File: src/rtl/sbg_cfg.svh
// register offsets, field positions, reset values and timing counts of the serial port
`ifndef SBG_CFG_SVH
`define SBG_CFG_SVH
// register indices; byte address is four times the index
`define SBG_IDX_BAUD_RELOAD   8'h91
`define SBG_IDX_BAUD_CTRL     8'h92
`define SBG_IDX_SER_CTRL      8'h98
`define SBG_IDX_SER_BUF       8'h99
`define SBG_IDX_SLV_ADDR      8'hA9
`define SBG_IDX_SLV_MASK      8'hB9
`define SBG_IDX_AUX_CTRL      8'hC0
// serial control field positions
`define SBG_SC_FE_SM0         7
`define SBG_SC_SM1            6
`define SBG_SC_MP             5
`define SBG_SC_REN            4
`define SBG_SC_TB8            3
`define SBG_SC_RB8            2
`define SBG_SC_TI             1
`define SBG_SC_RI             0
// baud control field positions
`define SBG_BC_RUN            4
`define SBG_BC_TXSRC          3
`define SBG_BC_RXSRC          2
`define SBG_BC_SPD            1
`define SBG_BC_SHIFT_MODE_RATE_SOURCE          0
// aux control field positions
`define SBG_AX_ERRSEL         0
`define SBG_AX_DOUBLE         1
// reset values
`define SBG_RST_SER_CTRL      8'h00
`define SBG_RST_BAUD_CTRL     5'h00
`define SBG_RST_SLV           8'h00
`define SBG_RST_RELOAD        8'h00
// clock divisions
`define SBG_DIV_SHIFT         4'hB
`define SBG_DIV_SLOW          6'h05
`define SBG_DIV_M2            6'h1F
`define SBG_DIV_M2_DBL        6'h0F
`endif

File: src/rtl/sbg_pkg.sv
// types of the serial port with baud generator
package sbg_pkg;
  typedef enum logic [1:0] {
    SBG_MODE_SHIFT = 2'b00,
    SBG_MODE_UART8 = 2'b01,
    SBG_MODE_UART9F = 2'b10,
    SBG_MODE_UART9V = 2'b11
  } sbg_mode_t;
  typedef struct packed {
    logic [7:0] data;
    logic       bit9;
    logic       stop_ok;
  } sbg_rx_frame_t;
endpackage

File: src/rtl/sbg_baud_gen.sv
// internal baud generator: up-counter from reload value, overflow tick
`timescale 1ns/1ps
`include "sbg_cfg.svh"
module sbg_baud_gen (
  input  wire logic       i_ref_clk,
  input  wire logic       i_rst_n,
  input  wire logic       i_run,
  input  wire logic       i_fast,
  input  wire logic [7:0] i_reload,
  output logic            o_tick
);
  logic [7:0] count;
  logic [5:0] pre;
  logic       pre_hit;
  // low speed divides the count clock by a prescaler
  assign pre_hit = i_fast | (pre == `SBG_DIV_SLOW);
  // prescaler
  always_ff @(posedge i_ref_clk) begin
    if (!i_rst_n || !i_run || pre_hit) begin
      pre <= 6'h00;
    end else begin
      pre <= pre + 6'h01;
    end
  end
  // counter with reload on overflow, stopped when not running
  always_ff @(posedge i_ref_clk) begin
    if (!i_rst_n) begin
      count  <= 8'h00;
      o_tick <= 1'b0;
    end else if (!i_run) begin
      count  <= i_reload;
      o_tick <= 1'b0;
    end else if (pre_hit) begin
      if (count == 8'hFF) begin
        count  <= i_reload;
        o_tick <= 1'b1;
      end else begin
        count  <= count + 8'h01;
        o_tick <= 1'b0;
      end
    end else begin
      o_tick <= 1'b0;
    end
  end
  AST_TICK_NEEDS_RUN: assert property (@(posedge i_ref_clk) disable iff (!i_rst_n)
    o_tick |-> $past(i_run)) else $error("tick while generator stopped");
endmodule

File: src/rtl/sbg_addr_match.sv
// address recognition with given and broadcast address, registered result
`timescale 1ns/1ps
module sbg_addr_match (
  input  wire logic       i_ref_clk,
  input  wire logic       i_rst_n,
  input  wire logic [7:0] i_rx_addr,
  input  wire logic [7:0] i_slave_address,
  input  wire logic [7:0] i_slave_address_mask,
  output logic            o_match
);
  logic given_hit;
  logic bcast_hit;
  logic [7:0] bcast;
  assign bcast     = i_slave_address | i_slave_address_mask;
  // zero mask bits are don't-care
  assign given_hit = ((i_rx_addr ^ i_slave_address) & i_slave_address_mask) == 8'h00;
  // zero bits of the or are don't-care
  assign bcast_hit = ((i_rx_addr ^ bcast) & bcast) == 8'h00;
  always_ff @(posedge i_ref_clk) begin
    if (!i_rst_n) begin
      o_match <= 1'b0;
    end else begin
      o_match <= given_hit | bcast_hit;
    end
  end
endmodule

File: src/rtl/sbg_serial_port.sv
// serial port top: apb registers, transmitter, receiver, rate selection
//
// Our own choice: register access over APB.
`timescale 1ns/1ps
`include "sbg_cfg.svh"
module sbg_serial_port (
  input  wire logic        i_ref_clk,
  input  wire logic        i_rst_n,
  input  wire logic        psel,
  input  wire logic        penable,
  input  wire logic        pwrite,
  input  wire logic [11:0] paddr,
  input  wire logic [31:0] pwdata,
  output logic [31:0]      prdata,
  output logic             pready,
  output logic             pslverr,
  input  wire logic        i_timer1_tick,
  input  wire logic        i_rxd,
  output logic             o_txd,
  output logic             o_shift_clk
);
  import sbg_pkg::*;
  // ----------------------------------------------------------------
  // register state
  // ----------------------------------------------------------------
  logic [7:0] serial_control;
  logic       mode_bit_low;
  logic [4:0] baud_gen_control;
  logic [7:0] baud_reload;
  logic [7:0] slave_address;
  logic [7:0] slave_address_mask;
  logic [7:0] serial_buffer;
  logic       error_detect_select;
  logic       rate_double;
  logic       wr_en;
  logic       rd_en;
  logic [9:0] idx;
  logic       mapped;
  logic       gen_tick;
  logic       tx_start;
  logic       tx_done;
  logic       rx_done;
  logic       rx_accept;
  logic       rx_frame_err;
  logic       addr_match;
  sbg_rx_frame_t rx_frame;
  sbg_mode_t  mode;
  assign idx    = paddr[11:2];
  assign wr_en  = psel & penable & pwrite & pready & mapped;
  assign rd_en  = psel & ~penable & ~pwrite;
  assign mapped = idx[9:8] == 2'b00 && paddr[1:0] == 2'b00 &&
                  (idx[7:0] == `SBG_IDX_BAUD_RELOAD || idx[7:0] == `SBG_IDX_BAUD_CTRL ||
                   idx[7:0] == `SBG_IDX_SER_CTRL || idx[7:0] == `SBG_IDX_SER_BUF ||
                   idx[7:0] == `SBG_IDX_SLV_ADDR || idx[7:0] == `SBG_IDX_SLV_MASK ||
                   idx[7:0] == `SBG_IDX_AUX_CTRL);
  assign mode   = sbg_mode_t'({mode_bit_low, serial_control[`SBG_SC_SM1]});
  // ----------------------------------------------------------------
  // apb slave: no wait state, error on unmapped address
  // ----------------------------------------------------------------
  always_ff @(posedge i_ref_clk) begin
    if (!i_rst_n) begin
      pready  <= 1'b0;
      pslverr <= 1'b0;
    end else begin
      pready  <= psel & ~penable;
      pslverr <= psel & ~penable & ~mapped;
    end
  end
  // read data captured in the setup cycle
  always_ff @(posedge i_ref_clk) begin
    if (!i_rst_n) begin
      prdata <= 32'h0000_0000;
    end else if (rd_en && !mapped) begin
      prdata <= 32'h0000_0000; // refused reads return zero
    end else if (rd_en) begin
      unique case (idx[7:0])
        `SBG_IDX_BAUD_RELOAD: prdata <= {24'h00_0000, baud_reload};
        `SBG_IDX_BAUD_CTRL:   prdata <= {27'h000_0000, baud_gen_control};
        `SBG_IDX_SER_CTRL:    prdata <= {24'h00_0000,
                                (error_detect_select ? serial_control[7] : mode_bit_low),
                                serial_control[6:0]};
        `SBG_IDX_SER_BUF:     prdata <= {24'h00_0000, serial_buffer};
        `SBG_IDX_SLV_ADDR:    prdata <= {24'h00_0000, slave_address};
        `SBG_IDX_SLV_MASK:    prdata <= {24'h00_0000, slave_address_mask};
        `SBG_IDX_AUX_CTRL:    prdata <= {30'h0000_0000, rate_double, error_detect_select};
        default:              prdata <= 32'h0000_0000;
      endcase
    end
  end
  // configuration registers
  always_ff @(posedge i_ref_clk) begin
    if (!i_rst_n) begin
      baud_gen_control    <= `SBG_RST_BAUD_CTRL;
      baud_reload         <= `SBG_RST_RELOAD;
      slave_address       <= `SBG_RST_SLV;
      slave_address_mask  <= `SBG_RST_SLV;
      error_detect_select <= 1'b0;
      rate_double         <= 1'b0;
      mode_bit_low        <= 1'b0;
    end else if (wr_en && mapped) begin
      if (idx[7:0] == `SBG_IDX_BAUD_CTRL) baud_gen_control <= pwdata[4:0];
      if (idx[7:0] == `SBG_IDX_BAUD_RELOAD) baud_reload <= pwdata[7:0];
      if (idx[7:0] == `SBG_IDX_SLV_ADDR) slave_address <= pwdata[7:0];
      if (idx[7:0] == `SBG_IDX_SLV_MASK) slave_address_mask <= pwdata[7:0];
      if (idx[7:0] == `SBG_IDX_AUX_CTRL) begin
        error_detect_select <= pwdata[`SBG_AX_ERRSEL];
        rate_double         <= pwdata[`SBG_AX_DOUBLE];
      end
      if (idx[7:0] == `SBG_IDX_SER_CTRL && !error_detect_select) begin
        mode_bit_low <= pwdata[7];
      end
    end
  end
  // serial control: hardware sets win over software clears
  always_ff @(posedge i_ref_clk) begin
    if (!i_rst_n) begin
      serial_control <= `SBG_RST_SER_CTRL;
    end else begin
      if (wr_en && idx[7:0] == `SBG_IDX_SER_CTRL) begin
        serial_control[6:0] <= pwdata[6:0];
        if (error_detect_select) serial_control[7] <= pwdata[7];
      end
      if (tx_done) serial_control[`SBG_SC_TI] <= 1'b1;
      if (rx_accept) begin
        serial_control[`SBG_SC_RI] <= 1'b1;
        if (mode[1]) begin
          serial_control[`SBG_SC_RB8] <= rx_frame.bit9;
        end else if (mode == SBG_MODE_UART8 && !serial_control[`SBG_SC_MP]) begin
          serial_control[`SBG_SC_RB8] <= rx_frame.stop_ok;
        end
      end
      if (rx_frame_err && error_detect_select) serial_control[7] <= 1'b1;
    end
  end
  // receive buffer
  always_ff @(posedge i_ref_clk) begin
    if (!i_rst_n) begin
      serial_buffer <= 8'h00;
    end else if (rx_accept) begin
      serial_buffer <= rx_frame.data;
    end
  end
  assign tx_start = wr_en && idx[7:0] == `SBG_IDX_SER_BUF;
  // ----------------------------------------------------------------
  // bit rate selection
  // ----------------------------------------------------------------
  sbg_baud_gen u_gen (
    .i_ref_clk (i_ref_clk),
    .i_rst_n   (i_rst_n),
    .i_run     (baud_gen_control[`SBG_BC_RUN]),
    .i_fast    (baud_gen_control[`SBG_BC_SPD]),
    .i_reload  (baud_reload),
    .o_tick    (gen_tick)
  );
  logic [5:0] fix_cnt;
  logic [5:0] fix_lim;
  logic       fix_tick;
  logic       tx_tick;
  logic       rx_tick;
  // fixed division: shift rate in mode 0, clock/32 or /16 in mode 2
  assign fix_lim  = (mode == SBG_MODE_UART9F) ? (rate_double ? `SBG_DIV_M2_DBL : `SBG_DIV_M2)
                                              : {2'b00, `SBG_DIV_SHIFT};
  assign fix_tick = fix_cnt == fix_lim;
  always_ff @(posedge i_ref_clk) begin
    if (!i_rst_n || fix_tick) begin
      fix_cnt <= 6'h00;
    end else begin
      fix_cnt <= fix_cnt + 6'h01;
    end
  end
  // per-direction tick selection
  always_comb begin
    unique case (mode)
      SBG_MODE_SHIFT: begin
        tx_tick = baud_gen_control[`SBG_BC_SHIFT_MODE_RATE_SOURCE] ? gen_tick : fix_tick;
        rx_tick = tx_tick;
      end
      SBG_MODE_UART9F: begin
        tx_tick = fix_tick;
        rx_tick = fix_tick;
      end
      SBG_MODE_UART8, SBG_MODE_UART9V: begin
        tx_tick = baud_gen_control[`SBG_BC_TXSRC] ? gen_tick : i_timer1_tick;
        rx_tick = baud_gen_control[`SBG_BC_RXSRC] ? gen_tick : i_timer1_tick;
      end
    endcase
  end
  // ----------------------------------------------------------------
  // transmitter: frame shifted one bit per tick
  // ----------------------------------------------------------------
  logic [10:0] tx_sh;
  logic [3:0]  tx_left;
  always_ff @(posedge i_ref_clk) begin
    if (!i_rst_n) begin
      tx_sh   <= 11'h7FF;
      tx_left <= 4'h0;
      o_txd   <= 1'b1;
      tx_done <= 1'b0;
    end else begin
      tx_done <= 1'b0;
      if (tx_start && tx_left == 4'h0) begin
        if (mode == SBG_MODE_SHIFT) begin
          tx_sh   <= {3'b111, pwdata[7:0]};
          tx_left <= 4'h8;
        end else if (mode[1]) begin
          tx_sh   <= {1'b1, serial_control[`SBG_SC_TB8], pwdata[7:0], 1'b0};
          tx_left <= 4'hB;
        end else begin
          tx_sh   <= {2'b11, pwdata[7:0], 1'b0};
          tx_left <= 4'hA;
        end
      end else if (tx_left != 4'h0 && tx_tick) begin
        o_txd   <= tx_sh[0];
        tx_sh   <= {1'b1, tx_sh[10:1]};
        tx_left <= tx_left - 4'h1;
        if (tx_left == 4'h1) begin
          tx_done <= 1'b1;
        end
      end
    end
  end
  // shift clock out in mode 0
  always_ff @(posedge i_ref_clk) begin
    if (!i_rst_n) begin
      o_shift_clk <= 1'b1;
    end else begin
      o_shift_clk <= !(mode == SBG_MODE_SHIFT && tx_left != 4'h0 && tx_tick);
    end
  end
  // ----------------------------------------------------------------
  // receiver: samples at tick, start bit opens the frame except in mode 0
  // ----------------------------------------------------------------
  logic [9:0] rx_sh;
  logic [3:0] rx_cnt;
  logic [3:0] rx_len;
  logic       rx_end;
  logic       rx_pending;
  assign rx_len      = (mode == SBG_MODE_SHIFT) ? 4'h8 : (mode[1] ? 4'hA : 4'h9);
  assign rx_end      = rx_cnt == rx_len && rx_tick;
  always_ff @(posedge i_ref_clk) begin
    if (!i_rst_n) begin
      rx_sh      <= 10'h000;
      rx_cnt     <= 4'h0;
      rx_pending <= 1'b0;
      rx_frame   <= '0;
    end else begin
      rx_pending <= 1'b0;
      if (!serial_control[`SBG_SC_REN]) begin
        rx_cnt <= 4'h0;
      end else if (rx_tick) begin
        if (rx_cnt == 4'h0 && (mode == SBG_MODE_SHIFT || !i_rxd)) begin
          rx_cnt <= 4'h1;
          rx_sh  <= {i_rxd, 9'h000};
        end else if (rx_cnt != 4'h0) begin
          rx_sh  <= {i_rxd, rx_sh[9:1]};
          rx_cnt <= rx_end ? 4'h0 : rx_cnt + 4'h1;
          if (rx_end) begin
            rx_pending       <= 1'b1;
            rx_frame.stop_ok <= i_rxd;
            rx_frame.bit9    <= mode[1] ? rx_sh[9] : i_rxd;
            rx_frame.data    <= mode == SBG_MODE_SHIFT ? {i_rxd, rx_sh[9:3]} :
                                mode[1] ? rx_sh[8:1] : rx_sh[9:2];
          end
        end
      end
    end
  end
  sbg_addr_match u_match (
    .i_ref_clk            (i_ref_clk),
    .i_rst_n              (i_rst_n),
    .i_rx_addr            (rx_frame.data),
    .i_slave_address      (slave_address),
    .i_slave_address_mask (slave_address_mask),
    .o_match              (addr_match)
  );
  logic rx_check;
  logic mp_on;
  assign mp_on = serial_control[`SBG_SC_MP] && mode != SBG_MODE_SHIFT;
  // address compare result is ready one cycle after the frame ends
  always_ff @(posedge i_ref_clk) begin
    if (!i_rst_n) begin
      rx_check     <= 1'b0;
      rx_accept    <= 1'b0;
      rx_frame_err <= 1'b0;
    end else begin
      rx_check     <= rx_pending;
      rx_frame_err <= rx_pending && mode != SBG_MODE_SHIFT && !rx_frame.stop_ok;
      rx_accept    <= rx_check && (!mp_on || (rx_frame.bit9 && addr_match));
    end
  end
  AST_TI_SET: assert property (@(posedge i_ref_clk) disable iff (!i_rst_n)
    tx_done |=> serial_control[`SBG_SC_TI]) else $error("transmit done not flagged");
  AST_RI_SET: assert property (@(posedge i_ref_clk) disable iff (!i_rst_n)
    rx_accept |=> serial_control[`SBG_SC_RI]) else $error("receive done not flagged");
  AST_RX_OFF: assert property (@(posedge i_ref_clk) disable iff (!i_rst_n)
    !serial_control[`SBG_SC_REN] [*3] |=> !rx_accept) else $error("frame taken while disabled");
  AST_MP_DROP: assert property (@(posedge i_ref_clk) disable iff (!i_rst_n)
    rx_accept && mp_on |-> rx_frame.bit9) else $error("data frame taken in multiprocessor mode");
  AST_FE_SET: assert property (@(posedge i_ref_clk) disable iff (!i_rst_n)
    rx_frame_err && error_detect_select |=> serial_control[7]) else $error("framing error lost");
  AST_BUF_LOAD: assert property (@(posedge i_ref_clk) disable iff (!i_rst_n)
    rx_accept |=> serial_buffer == $past(rx_frame.data)) else $error("buffer not loaded");
  AST_RST_VALS: assert property (@(posedge i_ref_clk)
    !i_rst_n |=> slave_address == 8'h00 && baud_gen_control == 5'h00) else $error("reset value wrong");
  AST_APB_WAIT: assert property (@(posedge i_ref_clk) disable iff (!i_rst_n)
    psel && !penable |=> pready) else $error("apb answer late");
  // status flags clear only through a software write of the control register
  AST_FE_HOLD: assert property (@(posedge i_ref_clk) disable iff (!i_rst_n)
    serial_control[7] && !(wr_en && idx[7:0] == `SBG_IDX_SER_CTRL) |=> serial_control[7])
    else $error("framing error cleared by hardware");
  AST_TI_HOLD: assert property (@(posedge i_ref_clk) disable iff (!i_rst_n)
    serial_control[`SBG_SC_TI] && !(wr_en && idx[7:0] == `SBG_IDX_SER_CTRL) |=> serial_control[`SBG_SC_TI])
    else $error("transmit done cleared by hardware");
  AST_RI_HOLD: assert property (@(posedge i_ref_clk) disable iff (!i_rst_n)
    serial_control[`SBG_SC_RI] && !(wr_en && idx[7:0] == `SBG_IDX_SER_CTRL) |=> serial_control[`SBG_SC_RI])
    else $error("receive done cleared by hardware");
  COV_TX: cover property (@(posedge i_ref_clk) tx_done);
  COV_RX: cover property (@(posedge i_ref_clk) rx_accept);
  COV_FE: cover property (@(posedge i_ref_clk) rx_frame_err);
  COV_SHIFT: cover property (@(posedge i_ref_clk) !o_shift_clk);
  COV_ADDR: cover property (@(posedge i_ref_clk) rx_accept && mp_on);
endmodule

File: config.mk
export PLATFORM = sky130hd
export DESIGN_NAME = sbg_serial_port
export DESIGN_NICKNAME = d
export VERILOG_FILES = /design/src/rtl/sbg_pkg.sv /design/src/rtl/sbg_baud_gen.sv /design/src/rtl/sbg_addr_match.sv /design/src/rtl/sbg_serial_port.sv
export VERILOG_INCLUDE_DIRS = /design/src /design/src/rtl
export SDC_FILE = /design/constraint.sdc
export NUM_CORES = 1
export LEC_CHECK = 0
export BUFFER_PORTS_ARGS = -buffer_cell sky130_fd_sc_hd__buf_4
export CAP_MARGIN = 20
export CORE_MARGIN = 3
export CORE_UTILIZATION = 50
export CTS_BUF_LIST = sky130_fd_sc_hd__clkbuf_8 sky130_fd_sc_hd__clkbuf_16
export CTS_CLUSTER_DIAMETER = 60
export DETAILED_ROUTE_END_ITERATION = 8
export HOLD_SLACK_MARGIN = 0.03
export PLACE_DENSITY = 0.71
export SYNTH_ARGS = -nofsm -noshare
export SYNTH_HDL_FRONTEND = slang
export SYNTH_HIERARCHICAL = 1
export SYNTH_SLANG_ARGS = --single-unit
File: constraint.sdc
create_clock -name i_ref_clk -period 6 [get_ports i_ref_clk]
set_input_delay 0.3 -clock i_ref_clk [delete_from_list [all_inputs] [get_ports i_ref_clk]]
set_output_delay 0.3 -clock i_ref_clk [all_outputs]
set_load 0.02 [all_outputs]
# --- Word level (Yosys, flattened, before mapping) ---
# Cells that the tools add are included.
word_totals:
  regBits: 150
  inputBits: 51
  out_inout_bits: 36
  elab_cells: 194
op_classes:
  add_sub_neg: 5
  eq_ne: 16
  n_mux: 41
  bitwise_logic: 24
  reduce_logical: 73
op_table:
  columns: ["cell", "n"]
  rows:
  - ["== test 8 bit, second input constant", 8]
  - ["one-hot mux 8 bit (7 select lines)", 1]
  - ["2-to-1 mux 8 bit", 6]
  - ["2-to-1 mux 10 bit", 4]
  - ["2-to-1 mux 11 bit", 2]
  - ["logical AND 1 bit", 20]
  - ["2-to-1 mux 4 bit", 5]
  - ["AND reduction 2 bit", 10]
  - ["bitwise AND 8 bit", 2]
  - ["logical NOT 8 bit", 2]
  - ["2-to-1 mux 1 bit", 16]
  - ["XOR 8 bit", 2]
  - ["nonzero test 2 bit", 7]
  - ["adder 6 x 1 -> 6 bit, second input constant", 2]
  - ["logical OR 1 bit", 11]
  - ["2-to-1 mux 5 bit", 2]
  - ["NOT 1 bit", 10]
  - ["logical NOT 1 bit", 9]
  - ["adder 8 x 1 -> 8 bit, second input constant", 1]
  - ["logical NOT 4 bit", 2]
  - ["OR 8 bit", 1]
  - ["nonzero test 4 bit", 2]
  - ["bitwise AND 1 bit", 7]
  - ["== test 6 x 3 -> 1 bit, second input constant", 1]
  - ["other kinds (17)", 26]

# --- Logic depth before layout (Yosys ltp) ---
depth:
  ltp_word: 14
  depth_mapped: 10
  ltp_nobuf: 7

# --- Modules after synthesis ---
# Netlist, hierarchy kept.
by_module_without_submodules:
  columns: ["module", "instances", "cells_each", "area_per_inst_um2", "seq_area_each_um2"]
  rows:
  - ["sbg_serial_port", 1, 611, 5300.1, 2162.1]
  - ["sbg_baud_gen", 1, 97, 858.3, 300.3]
  - ["sbg_addr_match", 1, 28, 196.4, 20.0]

# --- Worst setup path before layout ---
# OpenSTA, ideal clock, no wires.
synth_path:
  path_type: "register to register"
  start: "reg fix_cnt[0]"
  end: "reg rx_cnt[3]"
  setup_time_ps: 69
  arrival_time_ps: 1921
  required_ps: 5931
  setup_slack_ps: 4010
  path_stages_with_launch: 8
  n_path_buf: 0
  period_less_slack_ps: 1990
  path_cell_list: "dfxtp_1 > ha_1 > and3b_1 > o32ai_4 > nor3_4 > nand3_1 > or4_1 > o21ai_1"
synth_between:
  elab_chain_cells: 7
  word_cells_on_any_way: 8
  cone_classes: "eq/ne (1); mux (5); reduce/logical (2)"
synth_rtl:
  columns: ["item", "line_no", "source"]
  rows:
  - ["start: declaration", "sbg_serial_port.sv:155", "logic [5:0] fix_cnt;"]
  - ["start signal: assignment", "sbg_serial_port.sv:168", "fix_cnt <= fix_cnt + 6'h01;"]
  - ["== test 6 x 5 -> 1 bit *", "sbg_serial_port.sv:163", "assign fix_tick = fix_cnt == fix_lim;"]
  - ["2-to-1 mux 1 bit", "sbg_serial_port.sv:175", "tx_tick = baud_gen_control[`SBG_BC_SHIFT_MODE_RATE_SOURCE] ? gen_tick : fix_tick;"]
  - ["one-hot mux 1 bit (3 select lines) *", "sbg_serial_port.sv:173", "unique case (mode)"]
  - ["logical AND 1 bit", "sbg_serial_port.sv:239", "assign rx_end = rx_cnt == rx_len && rx_tick;"]
  - ["2-to-1 mux 4 bit", "sbg_serial_port.sv:256", "rx_cnt <= rx_end ? 4'h0 : rx_cnt + 4'h1;"]
  - ["2-to-1 mux 4 bit", "sbg_serial_port.sv:254", "end else if (rx_cnt != 4'h0) begin"]
  - ["2-to-1 mux 4 bit", "sbg_serial_port.sv:251", "if (rx_cnt == 4'h0 && (mode == SBG_MODE_SHIFT || !i_rxd)) begin"]
  - ["end signal: assignment", "sbg_serial_port.sv:256", null]
  - ["end: declaration", "sbg_serial_port.sv:234", "logic [3:0] rx_cnt;"]
# Every way passes the cells marked *; elsewhere a longest branch is shown, timed or not. The select of a mux whose other input is x is not followed.
# A chain may end at the register's enable or synchronous reset.

# --- Final worst setup path ---
layout_path:
  start: "reg mode_bit_low"
  end: "reg rx_frame[1] (netlist name)"
layout_between:
  elab_chain_cells: 7
  word_cells_on_any_way: 18
  cone_classes: "eq/ne (5); mux (6); bitwise (1); reduce/logical (6)"
layout_rtl:
  columns: ["item", "line_no", "source"]
  rows:
  - ["start: declaration", "sbg_serial_port.sv:27", "logic mode_bit_low;"]
  - ["start signal: assignment", "sbg_serial_port.sv:110", "mode_bit_low <= pwdata[7];"]
  - ["== test 2 bit", "sbg_serial_port.sv:161, sbg_serial_port.sv:173", null]
  - ["2-to-1 mux 5 bit", "sbg_serial_port.sv:161", "assign fix_lim = (mode == SBG_MODE_UART9F) ? (rate_double ? `SBG_DIV_M2_DBL : `SBG_DIV_M2)"]
  - ["== test 6 x 5 -> 1 bit", "sbg_serial_port.sv:163", null]
  - ["2-to-1 mux 1 bit", "sbg_serial_port.sv:175", null]
  - ["one-hot mux 1 bit (3 select lines)", "sbg_serial_port.sv:173", null]
  - ["logical AND 1 bit", "sbg_serial_port.sv:239", null]
  - ["AND reduction 5 bit (no source line)", null, null]
  - ["end: declaration", "sbg_serial_port.sv:46", "sbg_rx_frame_t rx_frame;"]
# Parallel ways exist; a longest one is shown, timed or not.

==> run summary <==
post-CTS sizing: 0
Nets: 809
reg2reg end: rx_frame[1]
clock buffer count from CTS: 17
placed cell count: 899
TritonCTS clock tree: yes
Syn. warnings: 6
Buffers on Ports: 38
Post-synth EDFFs: 0
vias in the first global route: 5,036
post-route worst setup slack: 3.08 ns
setup TNS: 0 ns
ys flop type: dfxtp_1
initial antenna violation count: 0
worst reg2reg setup slack: 3.08 ns
asr flop ratio synth: 0%
vias per cell: 5.79
Final Max Tran Viols: 0
achievable clock frequency: 342 MHz
leading area contributor after synthesis: dfxtp_1
crit path max fanout: 31
relative slew slack: 29.5%
Max Cap Violations: 0
fin crit share: 48.7%
Cell Rows: 40
routability cong.: 0.889
maximum clock path buffer count: 2
H-tree levels: 4
cell count after synthesis: 736
hold endpoint: pready
wire length per cell: 16.6 um
synth-to-layout area growth: 11.9%
Arr. time, crit path: 3.26 ns
crit end category: flop
Reg2Reg Depth: 6
HPWL after DPL: 10.6 mm
Antenna Violating Nets Remaining: 0
Worst Hold Class: input pin to flop
pin count of the biggest net entering global routing: 66
Die X: 119 um
r2r startpoint: mode_bit_low
Final setup viols: 0
sequential fraction of the synthesis area: 39.1%
first-pass GRT wire length: 25.2 mm
Worst Clk Skew: 0.00767 ns
Worst Tran Pin Value: 1.05 ns
leak pwr: 2.76 nW
largest cells by area after synthesis: dfxtp_1 (39%), mux2i_1 (9.6%), nor2_1 (4.5%)
VDD IR-drop max: 0.000157 V
GRT Total Usage: 22.3%
clock root cell: clkbuf_16
hold slack final: 0.0772 ns
Total Wirelength: 15.4 mm
hold_sp: penable
drt first pass iters: 5
Post-CTS Hold Buffers: 0
Overflow after GRT: 0
P per Cell Area: 261 mW/mm^2
die height: 119 um
final hold violation count: 0
RSZ-0062 raised after global routing: false
Crit. Startpoint: mode_bit_low
post-synth cell types: 73
synthesized area: 0.00635 mm^2
Synth top area share: 39.1%
number of synthesized register bits: 124
DR vias: 5,382
most frequent cell after synthesis: dfxtp_1
critical path startpoint category: flop
CP Class: flop to flop
DP Worst Slack: 3.09 ns
num ports: 87
clk sink count: 124
commonest cells in the netlist: dfxtp_1 (124), nor2_1 (76), nand2_1 (73)
status: finished, final reports clean
Non-Filler Instances: 930
clk_lat worst skew: 0.42 ns
mean post-synth cell area: 8.63 um^2
Hold Crit Depth: 2
clock transition at the registers of the reported paths: 0.06 ns
Post-CTS Setup Inserts: 0
First DRT Iteration DRCs: 494
share of cells above drive strength 1: 12.1%
remaining routing DRC violations: 0
WP data required: 6.34 ns
Starting Density: 52.0%
core area: 0.0122 mm^2
die area: 0.0141 mm^2
shortest period the worst path allows: 2.92 ns
antenna cell count: 0
sequential cells by signal, summed over array words and instances, names as in the netlist, 5 cells and up:
name,cells
fix_cnt,6
slave_address_mask,8
slave_address,8
u_gen/count,8
serial_buffer,8
rx_sh,9
u_gen/pre,6
rx_frame,10
serial_control,8
baud_reload,8
baud_gen_control,5
tx_sh,10
prdata,8
critical path, cell delays in order (launching register included):
cell	delay (ns)
dfxtp_1	0.93
or2_1	0.47
o32ai_4	0.14
nor3_4	0.36
and4bb_1	0.65
nor2_1	0.08
a211oi_1	0.21
layout by cell type, fill, tap and decap left out, types with 17 or more instances in the layout:
master and count:
a22oi_1 21, mux2i_1 61, dfxtp_1 124, nand3_1 39, a21oi_1 33, nor2_1 76
o21ai_0 25, inv_1 21, conb_1 24, nand2_1 73, o21ai_1 22, clkbuf_16 17
buf_4 39
per-stage QoR:
stage	util, %	total power, mW	cell area [um^2]
2_1_floorplan	-	0.909	6440
3_3_place_gp	53.7	0.929	6560
3_5_place_dp	53.7	0.930	6560
4_1_cts	58.2	1.87	7110
5_1_grt	58.2	1.92	7110
6_report	58.2	1.86	7110
area by class of cell:
| cell class | count | area, um^2 |
|---|---|---|
| Fill cell | 1133 | 5100 |
| Multi-Input combinational cell | 549 | 3510 |
| Clock buffer | 20 | 467 |
| Inverter | 19 | 71.3 |
| Clock inverter | 11 | 78.8 |
| Timing Repair Buffer | 39 | 293 |
| Sequential cell | 124 | 2480 |
| Tap cell | 168 | 210 |
power by group:
part,switching [mW],internal (mW)
clock network,0.353,0.589
logic,0.0600,0.0244
registers,0.00239,0.828
routing by layer:
metal	vias to the layer above	wire (um)	track usage [%]
met2	191	6890	33.8
met1	2545	7300	29.9
met5	-	0	0
met3	28	899	5.89
met4	0	345	9.27
li1	2618	-	-
logic make-up (layout without fill, tap and decap cells):
| logic type | count (synthesis) | after routing | share of synthesized area (%) |
|---|---|---|---|
| AO/OA/AOI/OAI | 162 | 162 | 17.4 |
| adder cells (fa/ha/maj) | 8 | 8 | 1.58 |
| other | 1 | 24 | 0.0590 |
| multiplexers | 72 | 72 | 11.6 |
| buffers and inverters | 86 | 89 | 7.13 |
| AND/OR/NAND/NOR | 264 | 264 | 20.6 |
| flip-flops | 124 | 124 | 39.1 |
| XOR/XNOR | 19 | 19 | 2.62 |
worst max path at each step:
stage,endpoint,cells after the start
2_1_floorplan,rx_cnt[3],7
3_3_place_gp,rx_frame[1],6
3_5_place_dp,rx_frame[1],6
4_1_cts,rx_frame[1],6
5_1_grt,rx_frame[1],6
6_report,rx_frame[1],6
Note: power is estimated with default switching activity, not from simulation.
